### src/common/oms_regs.svh
/*
 * Register offsets, field codes and timing figures of the operating mode selector.
 * Assumes a 100 MHz clock; included by the package users by bare name.
 */
`ifndef OMS_REGS_SVH
`define OMS_REGS_SVH

// ****************************************
// modbus holding registers
// ****************************************
`define OMS_REG_CMD_PASSWORD 16'h0065
`define OMS_REG_CMD_VALUE 16'h0066
`define OMS_CMD_VAL_OFF 16'h0001
`define OMS_CMD_VAL_MAN 16'h0002
`define OMS_CMD_VAL_AUTO 16'h0003

// ****************************************
// event codes and settings fields
// ****************************************
`define OMS_EVT_OFF 16'h03E9
`define OMS_EVT_MAN 16'h03EA
`define OMS_EVT_AUTO 16'h03EB
`define OMS_LOG_MODE_BIT 0
`define OMS_APP_AUTO_START 8'h00
`define OMS_APP_DRIVE 8'h0B
`define OMS_APP_LIGHT_TOWER 8'h0C

// ****************************************
// timing
// ****************************************
`define OMS_CLK_PERIOD_NS 64'd10
`define OMS_BTN_HOLD_MS 64'd500
`define OMS_CMD_WIN_MS 64'd5000
// least time: round up
`define OMS_BTN_HOLD_CYC ((`OMS_BTN_HOLD_MS * 64'd1000000 + `OMS_CLK_PERIOD_NS - 64'd1) / `OMS_CLK_PERIOD_NS)
// longest time: round down
`define OMS_CMD_WIN_CYC ((`OMS_CMD_WIN_MS * 64'd1000000) / `OMS_CLK_PERIOD_NS)

`endif

### src/common/oms_pkg.sv
/*
 * Types of the operating mode selector.
 * Assumes nothing beyond a SystemVerilog compiler.
 */
package oms_pkg;

  typedef enum logic [1:0]
  {
    OMS_MODE_OFF = 2'b00,
    OMS_MODE_MAN = 2'b01,
    OMS_MODE_AUTO = 2'b10
  } oms_mode_t;

endpackage

### src/design/oms_mode_ctrl.sv
/*
 * Operating mode selector: off/reset, manual and automatic, chosen from panel
 * buttons, remote mode contacts and a password protected modbus command.
 * Assumes buttons and contacts are raw pins, modbus writes and settings come
 * from logic on ref_clk_i.
 */
`timescale 1ns/100ps
`include "oms_regs.svh"

module oms_mode_ctrl
  import oms_pkg::*;
#(
  parameter int unsigned HOLD_CYC = 32'(`OMS_BTN_HOLD_CYC),
  parameter int unsigned WIN_CYC = 32'(`OMS_CMD_WIN_CYC)
)
(
  // clock and reset
  input wire logic ref_clk_i,
  input wire logic reset_i,
  // panel buttons and remote contacts, raw pins
  input wire logic btn_stop_i,
  input wire logic btn_auto_i,
  input wire logic btn_start_i,
  input wire logic remote_off_input_function_i,
  input wire logic remote_manual_input_function_i,
  input wire logic remote_automatic_input_function_i,
  // settings
  input wire logic remote_off_cfg_i,
  input wire logic remote_manual_cfg_i,
  input wire logic remote_automatic_cfg_i,
  input wire logic [15:0] cmd_password_cfg_i,
  input wire logic [15:0] log_enable_cfg_i,
  input wire logic [7:0] app_type_i,
  input wire logic protection_trip_i,
  // modbus holding register writes
  input wire logic mb_wr_i,
  input wire logic [15:0] mb_addr_i,
  input wire logic [15:0] mb_wdata_i,
  // mode indication
  output logic off_mode_output_o,
  output logic manual_mode_output_o,
  output logic automatic_mode_output_o,
  output logic not_off_mode_output_o,
  output logic off_status_flag_o,
  output logic manual_status_flag_o,
  output logic automatic_status_flag_o,
  output logic lock_indication_o,
  // engine and load control
  output logic engine_stop_o,
  output logic clear_anomalies_o,
  output logic prog_allowed_o,
  output logic auto_control_o,
  output logic operator_ignored_o,
  output logic generator_breaker_open_o,
  output logic clutch_disengage_o,
  output logic lights_all_off_o,
  // history events
  output logic event_valid_o,
  output logic [15:0] event_code_o
);

  // ****************************************
  // functions
  // ****************************************
  function automatic logic [15:0] evt_code(input oms_mode_t m);
    logic [15:0] c;
    c = `OMS_EVT_OFF;
    unique case (m)
      OMS_MODE_OFF: c = `OMS_EVT_OFF;
      OMS_MODE_MAN: c = `OMS_EVT_MAN;
      OMS_MODE_AUTO: c = `OMS_EVT_AUTO;
      default: c = `OMS_EVT_OFF;
    endcase
    return c;
  endfunction

  // ****************************************
  // pin synchronisers and filter
  // ****************************************
  logic [5:0] pins;
  logic [5:0] s1_q, s2_q, s3_q, clean_q, clean_d;
  assign pins = {remote_automatic_input_function_i, remote_manual_input_function_i,
                 remote_off_input_function_i, btn_start_i, btn_auto_i, btn_stop_i};

  // a bit moves only once stages two and three agree
  always_comb
  begin
    clean_d = (s2_q & s3_q) | (clean_q & (s2_q | s3_q));
  end

  always_ff @(posedge ref_clk_i)
  begin
    if (reset_i)
    begin
      s1_q <= 6'h00;
      s2_q <= 6'h00;
      s3_q <= 6'h00;
      clean_q <= 6'h00;
    end
    else
    begin
      s1_q <= pins;
      s2_q <= s1_q;
      s3_q <= s2_q;
      clean_q <= clean_d;
    end
  end

  logic rem_off, rem_man, rem_auto, rem_any, off_only;
  logic [2:0] btn;
  assign btn = clean_q[2:0];
  assign rem_off = clean_q[3] & remote_off_cfg_i;
  assign rem_man = clean_q[4] & remote_manual_cfg_i;
  assign rem_auto = clean_q[5] & remote_automatic_cfg_i;
  assign rem_any = rem_off | rem_man | rem_auto;
  assign off_only = remote_off_cfg_i & ~remote_manual_cfg_i & ~remote_automatic_cfg_i;

  // ****************************************
  // button hold timer
  // ****************************************
  logic [2:0] btn_prev_q;
  logic [31:0] hold_q, hold_d;
  logic btn_fire;
  // fires once per press; holding longer repeats nothing
  assign btn_fire = $onehot(btn) && (btn == btn_prev_q) && (hold_q == HOLD_CYC - 32'd1);

  always_comb
  begin
    hold_d = hold_q;
    if (!$onehot(btn) || btn != btn_prev_q)
      hold_d = 32'd0;
    else if (hold_q < HOLD_CYC)
      hold_d = hold_q + 32'd1;
  end

  always_ff @(posedge ref_clk_i)
  begin
    if (reset_i)
    begin
      btn_prev_q <= 3'b000;
      hold_q <= 32'd0;
    end
    else
    begin
      btn_prev_q <= btn;
      hold_q <= hold_d;
    end
  end

  // ****************************************
  // modbus two-step command
  // ****************************************
  logic arm_q, arm_d;
  logic [31:0] win_q, win_d;
  logic wr_pwd, wr_val, mb_ok;
  oms_mode_t mb_mode;
  assign wr_pwd = mb_wr_i && mb_addr_i == `OMS_REG_CMD_PASSWORD;
  assign wr_val = mb_wr_i && mb_addr_i == `OMS_REG_CMD_VALUE;

  always_comb
  begin
    arm_d = arm_q;
    win_d = win_q;
    mb_ok = 1'b0;
    mb_mode = OMS_MODE_OFF;
    if (wr_pwd)
    begin
      arm_d = (mb_wdata_i == cmd_password_cfg_i);
      win_d = WIN_CYC - 32'd1;
    end
    else if (wr_val)
      arm_d = 1'b0;
    else if (arm_q)
    begin
      arm_d = (win_q != 32'd0);
      win_d = (win_q != 32'd0) ? win_q - 32'd1 : 32'd0;
    end
    // bad value or no fresh password: dropped without trace
    if (wr_val && arm_q && !rem_any)
    begin
      mb_ok = 1'b1;
      if (mb_wdata_i == `OMS_CMD_VAL_OFF)
        mb_mode = OMS_MODE_OFF;
      else if (mb_wdata_i == `OMS_CMD_VAL_MAN)
        mb_mode = OMS_MODE_MAN;
      else if (mb_wdata_i == `OMS_CMD_VAL_AUTO)
        mb_mode = OMS_MODE_AUTO;
      else
        mb_ok = 1'b0;
    end
  end

  always_ff @(posedge ref_clk_i)
  begin
    if (reset_i)
    begin
      arm_q <= 1'b0;
      win_q <= 32'd0;
    end
    else
    begin
      arm_q <= arm_d;
      win_q <= win_d;
    end
  end

  // ****************************************
  // mode selection
  // ****************************************
  oms_mode_t mode_q, mode_d, saved_q, saved_d, req;
  logic rem_off_prev_q, req_ok, log_d;

  always_comb
  begin
    req = mode_q;
    req_ok = 1'b0;
    saved_d = saved_q;
    if (rem_off && !rem_off_prev_q)
      saved_d = mode_q;
    if (rem_off)
    begin
      req = OMS_MODE_OFF;
      req_ok = 1'b1;
    end
    else if (rem_man)
    begin
      req = OMS_MODE_MAN;
      req_ok = 1'b1;
    end
    else if (rem_auto)
    begin
      req = OMS_MODE_AUTO;
      req_ok = 1'b1;
    end
    else if (rem_off_prev_q && off_only)
    begin
      req = saved_q;
      req_ok = 1'b1;
    end
    else if (btn_fire)
    begin
      req_ok = 1'b1;
      unique case (btn)
        3'b001: req = OMS_MODE_OFF;
        3'b010: req = OMS_MODE_AUTO;
        3'b100: req = OMS_MODE_MAN;
        default: req_ok = 1'b0;
      endcase
    end
    else if (mb_ok)
    begin
      req = mb_mode;
      req_ok = 1'b1;
    end
    mode_d = req_ok ? req : mode_q;
    // same mode requested: no change, no event
    log_d = (mode_d != mode_q) && log_enable_cfg_i[`OMS_LOG_MODE_BIT];
  end

  always_ff @(posedge ref_clk_i)
  begin
    if (reset_i)
    begin
      mode_q <= OMS_MODE_OFF;
      saved_q <= OMS_MODE_OFF;
      rem_off_prev_q <= 1'b0;
    end
    else
    begin
      mode_q <= mode_d;
      saved_q <= saved_d;
      rem_off_prev_q <= rem_off;
    end
  end

  // ****************************************
  // registered outputs
  // ****************************************
  logic is_off, is_man, is_auto, disc_d;
  assign is_off = mode_d == OMS_MODE_OFF;
  assign is_man = mode_d == OMS_MODE_MAN;
  assign is_auto = mode_d == OMS_MODE_AUTO;
  // protections may force loads off in manual and automatic
  assign disc_d = is_off | protection_trip_i;

  always_ff @(posedge ref_clk_i)
  begin
    if (reset_i)
    begin
      off_mode_output_o <= 1'b1;
      manual_mode_output_o <= 1'b0;
      automatic_mode_output_o <= 1'b0;
      not_off_mode_output_o <= 1'b0;
      off_status_flag_o <= 1'b1;
      manual_status_flag_o <= 1'b0;
      automatic_status_flag_o <= 1'b0;
      lock_indication_o <= 1'b0;
      engine_stop_o <= 1'b1;
      clear_anomalies_o <= 1'b1;
      prog_allowed_o <= 1'b1;
      auto_control_o <= 1'b0;
      operator_ignored_o <= 1'b0;
      generator_breaker_open_o <= 1'b0;
      clutch_disengage_o <= 1'b0;
      lights_all_off_o <= 1'b0;
      event_valid_o <= 1'b0;
      event_code_o <= `OMS_EVT_OFF;
    end
    else
    begin
      off_mode_output_o <= is_off;
      manual_mode_output_o <= is_man;
      automatic_mode_output_o <= is_auto;
      not_off_mode_output_o <= is_man | is_auto;
      off_status_flag_o <= is_off;
      manual_status_flag_o <= is_man;
      automatic_status_flag_o <= is_auto;
      lock_indication_o <= rem_any;
      // trip stops the engine only once loads are already disconnected
      engine_stop_o <= is_off | (protection_trip_i & (generator_breaker_open_o | clutch_disengage_o |
                       lights_all_off_o));
      clear_anomalies_o <= is_off;
      prog_allowed_o <= is_off;
      auto_control_o <= is_auto;
      operator_ignored_o <= is_auto;
      generator_breaker_open_o <= disc_d && app_type_i == `OMS_APP_AUTO_START;
      clutch_disengage_o <= disc_d && app_type_i == `OMS_APP_DRIVE;
      lights_all_off_o <= disc_d && app_type_i == `OMS_APP_LIGHT_TOWER;
      event_valid_o <= log_d;
      event_code_o <= log_d ? evt_code(mode_d) : event_code_o;
    end
  end
endmodule

### config.mk
export PLATFORM = sky130hd
export DESIGN_NAME = oms_mode_ctrl
export DESIGN_NICKNAME = d
export VERILOG_FILES = /design/src/common/oms_pkg.sv /design/src/design/oms_mode_ctrl.sv
export VERILOG_INCLUDE_DIRS = /design/src /design/src/common
export SDC_FILE = /design/constraint.sdc
export NUM_CORES = 1
export LEC_CHECK = 0
export BUFFER_PORTS_ARGS = -buffer_cell sky130_fd_sc_hd__buf_2
export CAP_MARGIN = 20
export CORE_AREA = 2 2 125 127
export DETAILED_ROUTE_END_ITERATION = 8
export DIE_AREA = 0 0 127 129
export PLACE_DENSITY_LB_ADDON = 0.2
export SYNTH_ARGS = -nofsm -noshare
export SYNTH_HDL_FRONTEND = slang
export SYNTH_SLANG_ARGS = --single-unit
### constraint.sdc
create_clock -name ref_clk_i -period 3.1 [get_ports ref_clk_i]
set_input_delay 0.775 -clock ref_clk_i [delete_from_list [all_inputs] [get_ports ref_clk_i]]
set_output_delay 0.775 -clock ref_clk_i [all_outputs]
set_load 0.02 [all_outputs]
==> impl_metrics.toml <==
[status]
status = "complete, no violations"

[global_route]
grt_pass1_vias = 4512
grt_max_degree = 33
grt_antenna_before_repair = 0
track_usage = 0.155
gr-total-overflow = 0
grt_first_pass_wirelength_mm = 20.4

[die]
die_h_um = 129
floorplan.io_pins = 118
core_area_um2 = 15000
die_x_um = 127
initial_core_util = 0.343
die_area_um2 = 16400
floorplan.rows = 45

[drt]
routedWlPerCell_um = 13.1
antenna_viol_nets_final = 0
detail_route.first_pass.iterations = 4
detail_route.vias_per_cell = 4.96
dr_total_vias = 4706
detail_route.iter0.violations = 183
totalWireLength_mm = 12.4
drc_errors = 0

[placement]
port_buffers = 88
place_hpwl_mm = 9.16
routabilityCongestion = 0.802

[sta]
timing.final.crit_share = 0.941
setup_viol = 0
max_freq_mhz = 343
period_minus_slack_ns = 2.92
final.setup_skew_ns = 0.0125
timing.final.max_slew_violations = 0
worst_slew_pin_slew_ns = 0.605
final_hold_viol_count = 0
max_slew_margin = 0.593

[power_and_ir_drop]
clkPwrFrac = 0.449
power.combinational.fraction = 0.052
power.sequential.fraction = 0.499
powerDensity_nw_per_um2 = 433
net-switching-power_mw = 0.688
totalPowerFinal_mw = 2.83
p_int_mw = 2.14
worst_ir_drop_vdd_v = 0.000301
leakagePower_nw = 2.63
switching_share = 0.243

[yosys]
yosysWarningCount = 0
syn_inst = 619
yosysSeqAreaShare = 0.424
synth-edff-count = 0
syn-cell-area_um2 = 5140
unique_cell_type_count_in_the_yosys_netlist = 57
synthesized_flop_and_latch_total = 109
post_synth.cell_area_avg_um2 = 8.31
postSynth.asyncResetShare = 0
postSynth.topFlopCell = "sky130_fd_sc_hd__dfxtp_1"

[setup_path]
critical_path.max_fanout = 4
endpoint_kind = "flop"
worst-endpoint-arrival_ns = 3.17
setup.worst_path.class = "reg -> reg"
worst-endpoint-required_ns = 3.35
critical_path.startpoint_type = "flop"

[layout]
areaGrowthSynthToFinish_pct = 27.2
n_antenna_cell = 0
fill_cells = 1512
drive_gt1_frac = 0.259
num-nets-final = 848
final_core_utilization = 0.437

[cts]
worstSkewPairLatency_ns = 0.36
htree_levels = 3
numClockSinks = 109
clock_tree_from_tritoncts = "done"
ctsRootBufferMaster = "sky130_fd_sc_hd__clkbuf_16"
cts_inserted_buffers = 9
clkTransAtPathRegs_ns = 0.08
cts.path.max_buffers = 2

[hold_path]
hp-class = "reg -> reg"

[run]
max_capacitance_violation_total = 0
registers in the layout, summed over array words and instances (netlist names), 3 cells and up:
register,cells
btn_prev_q,3
clean_q,6
s2_q,6
s3_q,6
hold_q,32
win_q,32
s1_q,6
worst max-delay path, stage by stage, from the launching register on:
cell and delay (ns):
sky130_fd_sc_hd__dfxtp_1 0.31, sky130_fd_sc_hd__or3b_1 0.39, sky130_fd_sc_hd__or4_4 0.44, sky130_fd_sc_hd__nor4_4 0.27, sky130_fd_sc_hd__mux2_4 0.36, sky130_fd_sc_hd__nor2_2 0.09, sky130_fd_sc_hd__o21ai_1 0.07, sky130_fd_sc_hd__nand2_1 0.10
sky130_fd_sc_hd__buf_4 0.12, sky130_fd_sc_hd__inv_1 0.05, sky130_fd_sc_hd__ha_1 0.27, sky130_fd_sc_hd__nor2_1 0.05, sky130_fd_sc_hd__mux2_4 0.29
cell usage in the layout, fill, tap and decap left out, types with 3 or more instances in the layout:
cell type	synthesis	final
sky130_fd_sc_hd__nor3_1	28	28
sky130_fd_sc_hd__or4_1	3	3
sky130_fd_sc_hd__or3_1	7	7
sky130_fd_sc_hd__nor2b_1	23	23
sky130_fd_sc_hd__nor4_2	0	3
sky130_fd_sc_hd__nand2b_1	8	8
sky130_fd_sc_hd__dfxtp_1	109	106
sky130_fd_sc_hd__buf_2	1	88
sky130_fd_sc_hd__mux2i_1	4	4
sky130_fd_sc_hd__nand2_1	43	43
sky130_fd_sc_hd__nor2_1	86	85
sky130_fd_sc_hd__nor4_1	25	21
sky130_fd_sc_hd__a21oi_1	32	32
sky130_fd_sc_hd__and2_1	4	4
sky130_fd_sc_hd__inv_8	0	4
sky130_fd_sc_hd__buf_4	21	69
sky130_fd_sc_hd__o21ai_0	41	39
sky130_fd_sc_hd__or2_2	3	3
sky130_fd_sc_hd__conb_1	2	14
sky130_fd_sc_hd__xnor2_1	16	16
sky130_fd_sc_hd__dfxtp_2	0	3
sky130_fd_sc_hd__clkbuf_16	0	9
sky130_fd_sc_hd__a31oi_1	8	8
sky130_fd_sc_hd__ha_1	7	6
sky130_fd_sc_hd__inv_1	18	17
sky130_fd_sc_hd__xor2_1	35	35
sky130_fd_sc_hd__a22oi_1	8	8
sky130_fd_sc_hd__nand3_1	16	16
sky130_fd_sc_hd__nand4_1	11	11
sky130_fd_sc_hd__o211ai_1	3	3
area by class of cell:
class / count / area, um2 / share of cell area
clock inverters: 7 / 108 / 0.0165
flip-flops and latches: 109 / 2190 / 0.334
repair buffers: 157 / 958 / 0.147
inverters: 18 / 67.6 / 0.0103
well taps: 188 / 235 / 0.0360
clock buffers: 9 / 225 / 0.0344
multi-input cells: 460 / 2760 / 0.422
per-stage QoR:
stage | TNS (ns) | hold WS [ns] | instances | instance area, um2 | setup slack (ns)
finish | 0 | 0.429 | 948 | 6540 | 0.183
global route | -0.0137 | 0.465 | 948 | 6540 | -0.00857
CTS | 0 | 0.432 | 943 | 6470 | 0.0172
detailed placement | -2.70 | 0.420 | 926 | 6090 | -0.463
global placement | -2.92 | 0.414 | 926 | 6090 | -0.445
floorplan | 0 | 0.408 | 631 | 5190 | 0.0925
synthesized netlist by cell type, drive strengths merged (3+ instances only):
library cell | instances | area share
inv | 18 | 0.013
and2 | 5 | 0.0061
nor3 | 28 | 0.027
or2 | 3 | 0.0037
nand2b | 8 | 0.0097
o21ai | 41 | 0.040
nor2 | 86 | 0.063
nand4 | 11 | 0.013
nor2b | 23 | 0.028
nand3 | 16 | 0.016
buf | 23 | 0.032
nor4b | 3 | 0.0051
xnor2 | 16 | 0.027
dfxtp | 109 | 0.42
or3 | 7 | 0.0085
clkbuf | 21 | 0.015
a31oi | 8 | 0.0097
a22oi | 8 | 0.012
nand2 | 43 | 0.031
a21oi | 32 | 0.031
nor4 | 26 | 0.035
xor2 | 35 | 0.060
mux2i | 4 | 0.0078
or4 | 4 | 0.0066
ha | 7 | 0.017
o211ai | 3 | 0.0044
power by group through the flow:
stage | Clock [mW] | Combinational [mW] | Sequential [mW]
3_5_place_dp | 0 | 0.144 | 1.45
4_1_cts | 1.31 | 0.146 | 1.41
5_1_grt | 1.36 | 0.162 | 1.41
3_3_place_gp | 0 | 0.142 | 1.45
2_1_floorplan | 0 | 0.0739 | 1.45
6_report | 1.27 | 0.147 | 1.41
cells by family after synthesis:
family	after synthesis	share of synthesized area
other	2	0.00146
and+or+nand+nor	277	0.276
muxes	6	0.0122
adders and majority gates	8	0.0209
xor gates and xnor gates	51	0.0869
buffers and inverters	62	0.0608
DFF	109	0.424
AOI/OAI and AO/OA	104	0.118
final timing paths:
kind                     end  slack [ns]  cells past startpoint        from
max          event_code_o[1]        0.18                     12  hold_q[24]
min               hold_q[30]        0.43                      2  hold_q[30]
min reg2reg       hold_q[30]        0.43                      2  hold_q[30]
max reg2reg  event_code_o[1]        0.18                     12  hold_q[24]
routing by layer:
| layer | up-vias | GRT usage | wire, um |
|---|---|---|---|
| met5 | - | 0 | 0 |
| met4 | 0 | 0.0569 | 129 |
| met3 | 11 | 0.0370 | 528 |
| met2 | 102 | 0.262 | 5920 |
| met1 | 2209 | 0.192 | 5840 |
| li1 | 2384 | - | - |
repair_timing:
item,in CTS,in global routing
pin swaps,6,8
hold buffers,0,0
cloned,0,0
setup endpoints to repair,5,3
hold endpoints to repair,0,0
resized for setup,12,6
setup buffers,2,5
No activity file was read; power rests on OpenSTA's default activity.
